===== src/verilog/psp_pkg.sv =====
// Package for the parallel slave port: register map, field layout, resets.
// Assumes one 100 MHz clock and a plain address/strobe register port.
//
// Function
// - Setting the slave-port select bit turns the data port into an 8-bit port that an outside master reads and writes.
// - In slave mode control pin 0 is the low-active read strobe, pin 1 the store strobe and pin 2 the chip select.
// - One address holds two 8-bit latches: CPU writes load the output latch and, in slave mode, CPU reads return the input latch.
// - In slave mode the data direction register is ignored and only the outside strobes steer the data pins.
// - The read-only input-full flag sets when an outside word waits and clears when the CPU reads it.
// - The output-full flag sets on a CPU write and clears once the outside master has read the word.
// - A second outside write before the CPU read sets the overrun flag, keeps the first word and drops the new one.
// - Outside slave mode both full flags are held clear while a set overrun flag stays until software clears it.
// - Each finished outside read or write latches the interrupt flag until cleared, and raises a request only if enabled.
// - A CPU port write takes effect at the end of its cycle and a CPU port read samples the pins at its start.
// - The master reads with read strobe and select low, writes with store strobe and select low; high select deselects.
// - Reading a port returns the pin values and writing loads the latch, so read-modify-write writes pin values back.
////////////////////////////////////////////////////////////////////////////////
package psp_pkg;
   localparam int ADDR_W = 8;
   localparam int DATA_W = 8;
   localparam logic [ADDR_W-1:0] OFS_DATA  = 8'h08;
   localparam logic [ADDR_W-1:0] OFS_CPINS = 8'h09;
   localparam logic [ADDR_W-1:0] OFS_FLAGS = 8'h0c;
   localparam logic [ADDR_W-1:0] OFS_DDIR  = 8'h88;
   localparam logic [ADDR_W-1:0] OFS_CTRL  = 8'h89;
   localparam logic [ADDR_W-1:0] OFS_ENAB  = 8'h8c;
   localparam int BIT_IBF   = 7;
   localparam int BIT_OBF   = 6;
   localparam int BIT_INPUT_OVERRUN_FLAG  = 5;
   localparam int BIT_SEL   = 4;
   localparam int BIT_IRQ   = 7;
   localparam logic [7:0] RST_CTRL  = 8'h07;
   localparam logic [7:0] RST_FLAGS = 8'h00;
   localparam logic [7:0] RST_ENAB  = 8'h00;
   localparam logic [7:0] RST_DDIR  = 8'hff;
   localparam logic [7:0] RST_LATCH = 8'h00;
   localparam int SYNC_STAGES = 2;

   typedef struct packed {
      logic                 wr;
      logic                 rd;
      logic [ADDR_W-1:0]    addr;
      logic [DATA_W-1:0]    wdata;
   } psp_req_t;

   typedef struct packed {
      logic       cs_n;
      logic       wr_n;
      logic       rd_n;
   } psp_strb_t;
endpackage


===== src/verilog/psp_port.sv =====
// Parallel slave port: CPU register port plus the outside 8-bit bus.
// Assumes outside strobes are asynchronous and get synchronised here.
//
// Design decision made here: the address-and-strobe port.
`timescale 1ns/1ps
module psp_port (
   input  wire logic                     i_clk,
   input  wire logic                     i_arst_n,
   input  wire psp_pkg::psp_req_t        i_req,
   output logic [psp_pkg::DATA_W-1:0]    o_rdata,
   input  wire logic [7:0]               i_pd_in,
   output logic [7:0]                    o_pd_out,
   output logic [7:0]                    o_pd_oe,
   input  wire logic [2:0]               i_pe_in,
   output logic [2:0]                    o_pe_out,
   output logic [2:0]                    o_pe_oe,
   output logic                          o_irq
);
   import psp_pkg::*;

   logic [7:0] out_latch_reg, in_latch_reg, ddir_reg, pe_latch_reg;
   logic [7:0] enab_reg, flags_reg, rdata_reg;
   logic [3:0] ctrl_reg;
   logic       ibf_reg, obf_reg, input_overrun_flag_reg;
   logic [SYNC_STAGES-1:0] s_rd_reg, s_wr_reg, s_cs_reg;
   logic       ext_rd_reg, ext_wr_reg;
   logic [7:0] cap_reg;
   logic [7:0] pd_smp_reg;
   logic [2:0] pe_smp_reg;

   ////////////////////////////////////////////////////////////////////////////
   // Decode
   wire sel     = ctrl_reg[3];
   wire psp_strb_t strb = '{cs_n: i_pe_in[2], wr_n: i_pe_in[1], rd_n: i_pe_in[0]};
   wire w_data  = i_req.wr && i_req.addr == OFS_DATA;
   wire w_cpins = i_req.wr && i_req.addr == OFS_CPINS;
   wire w_flags = i_req.wr && i_req.addr == OFS_FLAGS;
   wire w_ddir  = i_req.wr && i_req.addr == OFS_DDIR;
   wire w_ctrl  = i_req.wr && i_req.addr == OFS_CTRL;
   wire w_enab  = i_req.wr && i_req.addr == OFS_ENAB;
   wire r_data  = i_req.rd && i_req.addr == OFS_DATA;
   wire rd_act  = sel && !s_cs_reg[SYNC_STAGES-1] && !s_rd_reg[SYNC_STAGES-1];
   wire wr_act  = sel && !s_cs_reg[SYNC_STAGES-1] && !s_wr_reg[SYNC_STAGES-1];
   wire rd_done = ext_rd_reg && !rd_act;
   wire wr_done = ext_wr_reg && !wr_act;
   wire cpu_rd_in = r_data && sel;
   wire [7:0] data_rd = sel ? in_latch_reg : pd_smp_reg;
   wire [7:0] ctrl_rd = {ibf_reg, obf_reg, input_overrun_flag_reg, ctrl_reg[3], 1'b0, ctrl_reg[2:0]};
   wire [7:0] rmux =
      (i_req.addr == OFS_DATA)  ? data_rd :
      (i_req.addr == OFS_CPINS) ? {5'h00, pe_smp_reg} :
      (i_req.addr == OFS_FLAGS) ? flags_reg :
      (i_req.addr == OFS_DDIR)  ? ddir_reg :
      (i_req.addr == OFS_CTRL)  ? ctrl_rd :
      (i_req.addr == OFS_ENAB)  ? enab_reg : 8'h00;

   // Data pins driven only by outside read strobe in slave mode
   assign o_pd_out = out_latch_reg;
   assign o_pd_oe  = sel ? {8{rd_act}} : ~ddir_reg;
   assign o_pe_out = pe_latch_reg[2:0];
   assign o_pe_oe  = sel ? 3'h0 : ~ctrl_reg[2:0];
   assign o_rdata  = rdata_reg;
   assign o_irq    = flags_reg[BIT_IRQ] & enab_reg[BIT_IRQ];

   ////////////////////////////////////////////////////////////////////////////
   // Synchronisers and pin sampling
   always_ff @(posedge i_clk or negedge i_arst_n) begin
      if (!i_arst_n) begin
         s_rd_reg   <= '1;
         s_wr_reg   <= '1;
         s_cs_reg   <= '1;
         ext_rd_reg <= 1'b0;
         ext_wr_reg <= 1'b0;
         cap_reg    <= RST_LATCH;
         pd_smp_reg <= RST_LATCH;
         pe_smp_reg <= 3'h0;
      end else begin
         s_rd_reg   <= {s_rd_reg[SYNC_STAGES-2:0], strb.rd_n};
         s_wr_reg   <= {s_wr_reg[SYNC_STAGES-2:0], strb.wr_n};
         s_cs_reg   <= {s_cs_reg[SYNC_STAGES-2:0], strb.cs_n};
         ext_rd_reg <= rd_act;
         ext_wr_reg <= wr_act;
         if (wr_act) begin
            cap_reg <= i_pd_in;
         end
         pd_smp_reg <= i_pd_in;
         pe_smp_reg <= i_pe_in;
      end
   end

   ////////////////////////////////////////////////////////////////////////////
   // CPU registers and latches
   always_ff @(posedge i_clk or negedge i_arst_n) begin
      if (!i_arst_n) begin
         out_latch_reg <= RST_LATCH;
         pe_latch_reg  <= RST_LATCH;
         ddir_reg      <= RST_DDIR;
         ctrl_reg      <= {RST_CTRL[BIT_SEL], RST_CTRL[2:0]};
         enab_reg      <= RST_ENAB;
         rdata_reg     <= 8'h00;
      end else begin
         if (w_data) begin
            out_latch_reg <= i_req.wdata;
         end
         if (w_cpins) begin
            pe_latch_reg <= i_req.wdata;
         end
         if (w_ddir) begin
            ddir_reg <= i_req.wdata;
         end
         if (w_ctrl) begin
            ctrl_reg <= {i_req.wdata[BIT_SEL], i_req.wdata[2:0]};
         end
         if (w_enab) begin
            enab_reg <= i_req.wdata;
         end
         rdata_reg <= i_req.rd ? rmux : 8'h00;
      end
   end

   ////////////////////////////////////////////////////////////////////////////
   // Status flags; hardware set wins over clear
   always_ff @(posedge i_clk or negedge i_arst_n) begin
      if (!i_arst_n) begin
         ibf_reg      <= 1'b0;
         obf_reg      <= 1'b0;
         input_overrun_flag_reg     <= 1'b0;
         in_latch_reg <= RST_LATCH;
         flags_reg    <= RST_FLAGS;
      end else begin
         if (!sel) begin
            ibf_reg <= 1'b0;
            obf_reg <= 1'b0;
         end else begin
            if (wr_done && (!ibf_reg || cpu_rd_in)) begin
               in_latch_reg <= cap_reg;
            end
            if (wr_done) begin
               ibf_reg <= 1'b1;
            end else if (cpu_rd_in) begin
               ibf_reg <= 1'b0;
            end
            if (w_data) begin
               obf_reg <= 1'b1;
            end else if (rd_done) begin
               obf_reg <= 1'b0;
            end
         end
         if (sel && wr_done && ibf_reg && !cpu_rd_in) begin
            input_overrun_flag_reg <= 1'b1;
         end else if (w_ctrl && !i_req.wdata[BIT_INPUT_OVERRUN_FLAG]) begin
            input_overrun_flag_reg <= 1'b0;
         end
         if (sel && (rd_done || wr_done)) begin
            flags_reg[BIT_IRQ] <= 1'b1;
         end else if (w_flags) begin
            flags_reg[BIT_IRQ] <= i_req.wdata[BIT_IRQ];
         end
         if (w_flags) begin
            flags_reg[BIT_IRQ-1:0] <= {1'b0, i_req.wdata[BIT_IRQ-2:0]};
         end
      end
   end
endmodule


===== config.mk =====
export PLATFORM = sky130hd
export DESIGN_NAME = psp_port
export DESIGN_NICKNAME = d
export VERILOG_FILES = /design/src/verilog/psp_pkg.sv /design/src/verilog/psp_port.sv
export SDC_FILE = /design/constraint.sdc
export NUM_CORES = 1
export LEC_CHECK = 0
export BUFFER_PORTS_ARGS = -buffer_cell sky130_fd_sc_hd__buf_4
export CAP_MARGIN = 20
export CORE_AREA = 2 2 100 102
export CTS_CLUSTER_SIZE = 28
export DETAILED_ROUTE_END_ITERATION = 7
export DIE_AREA = 0 0 102 104
export PLACE_DENSITY = 0.6
export SETUP_SLACK_MARGIN = 0.3
export SYNTH_ARGS = -nofsm -noshare
export SYNTH_HDL_FRONTEND = slang
export SYNTH_SLANG_ARGS = --single-unit

===== constraint.sdc =====
create_clock -name i_clk -period 2.51 [get_ports i_clk]
set_clock_uncertainty 0.2 [all_clocks]
set_input_delay 0.6275 -clock i_clk [delete_from_list [all_inputs] [get_ports i_clk]]
set_output_delay 0.6275 -clock i_clk [all_outputs]
set_load 0.02 [all_outputs]

==> key figures <==
Detailed routing
  • DRT iter0 DRCs: 82
  • Drt first pass iters: 4
  • Total Routed Length: 8500 um
  • Top Metal Used: met4
  • WL met1: 3920 um
  • Vias per std cell: 5.06
  • Via count: 2449
  • Met3 routed WL: 421 um
  • Antenna Violating Nets Remaining: 0
  • DRC viols: 0
  • Wire per inst: 17.6 um
  • DR WL met2: 4050 um

Cells and area
  • Layout cell share with drive strength beyond 1: 53.3%
  • Nets: 377
  • Antenna diodes: 0
  • Most common cell after layout, fill and taps aside: buf_4
  • Layout area overhead: 29.2%
  • Commonest cells after routing, fill and taps aside: buf_4, dfrtp_1, mux2_2
  • Count of filler cells inserted in the layout: 931

Flow run
  • Max-cap violations: 0

Placed design
  • GPL Wtd Cong: 0.807
  • Hpwl dp: 5840 um
  • IO Port Bufs: 61

STA
  • Final min period: 2340 ps
  • RSZ-0062 raised after global routing: true
  • Hold_ws: 17.6 ps
  • Crit share post-route: 93.3%
  • Final Max Tran Viols: 0
  • Hold Fails Final Rpt: 0
  • Slew HR: 64.7%
  • Setup TNS: 0 ps
  • Actual slew at the worst max-slew pin: 528 ps
  • Setup violations, final: 0
  • Fmax: 427 MHz

Logic synthesis
  • Gate Count Post-Synth: 262
  • Share of async-settable or async-resettable flops after synthesis: 100%
  • Post-synth cell types: 42
  • Register area share after synthesis: 60.2%
  • Post-Syn Area per Cell: 13.5 sq um
  • Synthesized cell area: 3530 sq um
  • Yosys warns: 0
  • Ys flop type: dfrtp_1
  • Syn Nets: 293
  • Post-synth EDFFs: 0
  • Number of synthesized register bits: 84

Critical path
  • Critical Path End Type: output pin
  • Max FO, Critical Path: 5
  • Worst EP required: 1680 ps
  • Slowest stage cell, crit path: or3b_4
  • CP Launch Type: register
  • Crit path largest cell delay: 480 ps
  • WP data arrival: 1510 ps
  • Worst-path cell chain: or3b_4, o21ai_1, buf_4
  • Worst Setup Path Type: reg -> out

Die
  • Row count: 36
  • Initial Utilization: 36.9%
  • Die height: 104 um
  • I/O pin cnt: 62
  • Core Region: 9550 sq um
  • Die Area: 10600 sq um
  • Chip width: 102 um

Min path
  • Worst hold-check path type: in -> async

CTS
  • CTS root buf: clkbuf_8
  • Clk slew on worst S/H paths: 90 ps
  • CTS sink cnt: 84
  • CTS buffer count: 9
  • CTS tree: yes
  • Htree depth: 3
  • Clock Latency Late Sink: 350 ps
  • Max Root-Sink Buffers: 2

GRT
  • Number of global-route vias before repair: 2508
  • Largest net degree at the start of global routing: 51
  • First-pass GRT wire length: 13600 um
  • Antenna violations before repair: 0
  • All-Layer GR Usage: 16.7%
  • Total grt overflow: 0

Status
  • Outcome: completed

Power and ir drop
  • Power per standard cell area: 593 nW/um^2
  • Highest ir drop seen on vdd: 270 uV
  • Pleak: 2.09 nW
## power by group
part / switching, W / total (W) / leakage, nW / internal, W
clock network: 0.000518 / 0.000913 / 0.0897 / 0.000396
logic: 0.000162 / 0.000318 / 0.929 / 0.000156
registers: 0.0000392 / 0.00147 / 1.07 / 0.00143
total: 0.000719 / 0.00270 / 2.09 / 0.00198
## cell type report
| cell class | instances | area [sq um] | area share (%) |
|---|---|---|---|
| inverter | 6 | 22.5 | 0.494 |
| clock buffer | 10 | 138 | 3.02 |
| timing repair buffer | 82 | 677 | 14.9 |
| tap | 133 | 166 | 3.65 |
| clock inverter | 6 | 46.3 | 1.02 |
| sequential | 84 | 2120 | 46.6 |
| multi-input combinational | 163 | 1380 | 30.3 |
## through the flow
step | setup WS (ps) | std cells | total power [W] | util, % | instance area, sq um
final | 169 | 484 | 0.00270 | 47.7 | 4560
after global routing | 128 | 484 | 0.00282 | 47.7 | 4560
after CTS | 168 | 482 | 0.00271 | 46.9 | 4480
after detailed placement | 97.6 | 463 | 0.00179 | 44.5 | 4250
after global placement | 107 | 463 | 0.00178 | 44.5 | 4250
after floorplan | 242 | 262 | 0.00163 | - | 3530
## path summary, 6_finish.rpt
kind	from	endpoint	slack, ps	cells after the start
min in group i_clk	s_wr_reg[0]	s_wr_reg[1]	160	0
worst max-delay path	ctrl_reg[3]	o_pd_oe[2]	170	3
worst min register to register	s_wr_reg[0]	s_wr_reg[1]	160	0
worst max register to register	ctrl_reg[3]	in_latch_reg[5]	500	5
max in group asynchronous	i_arst_n	s_wr_reg[0]	1410	2
worst min-delay path	i_arst_n	o_pd_out[3]	20	1
## Yosys cell counts, types with 2 or more instances
library cell | instances | share of area [%]
a2bb2oi_1 | 2 | 0.50
dfrtp_1 | 67 | 48
o22ai_1 | 3 | 0.53
o32ai_1 | 2 | 0.50
clkbuf_1 | 8 | 0.85
nand2b_1 | 8 | 1.4
inv_1 | 6 | 0.64
o21ai_0 | 18 | 2.6
a311oi_1 | 2 | 0.50
a31oi_1 | 2 | 0.35
o221ai_1 | 2 | 0.50
dfstp_2 | 17 | 13
mux2i_1 | 9 | 2.6
o22a_1 | 2 | 0.50
o211ai_1 | 2 | 0.43
mux2_2 | 56 | 18
nor2_1 | 11 | 1.2
nor3_1 | 3 | 0.43
a21oi_1 | 3 | 0.43
nand3_1 | 6 | 0.85
nor2b_1 | 5 | 0.89
nand2_1 | 8 | 0.85
## cell families (layout without fill, tap and decap cells)
family	Yosys count	count (layout)	share of synthesized area (%)
mux	65	65	20.4
simple gates	51	52	8.66
buf+inv	16	104	1.74
compound gates	46	46	8.94
flops	84	84	60.2
## critical path, delay by kind of cell (launching register included)
kind | cells | cell delay (ps)
flops | 1 | 420
simple gates | 1 | 480
buf+inv | 1 | 150
compound gates | 1 | 110
## what timing repair did
item                       CTS  global route
hold buffers                 0             0
gates cloned                 1             1
pin swaps                    1             0
setup buffers                2             1
setup endpoints to repair    8            14
gates resized for setup     10            16
## metal layers
| layer | global-route usage, % | vias to the layer above |
|---|---|---|
| met3 | 2.96 | 9 |
| met1 | 24.8 | 1243 |
| met5 | 0 | - |
| li1 | - | 1125 |
| met2 | 24.6 | 72 |
| met4 | 5.43 | 0 |
No activity file was read; power rests on OpenSTA's default activity.
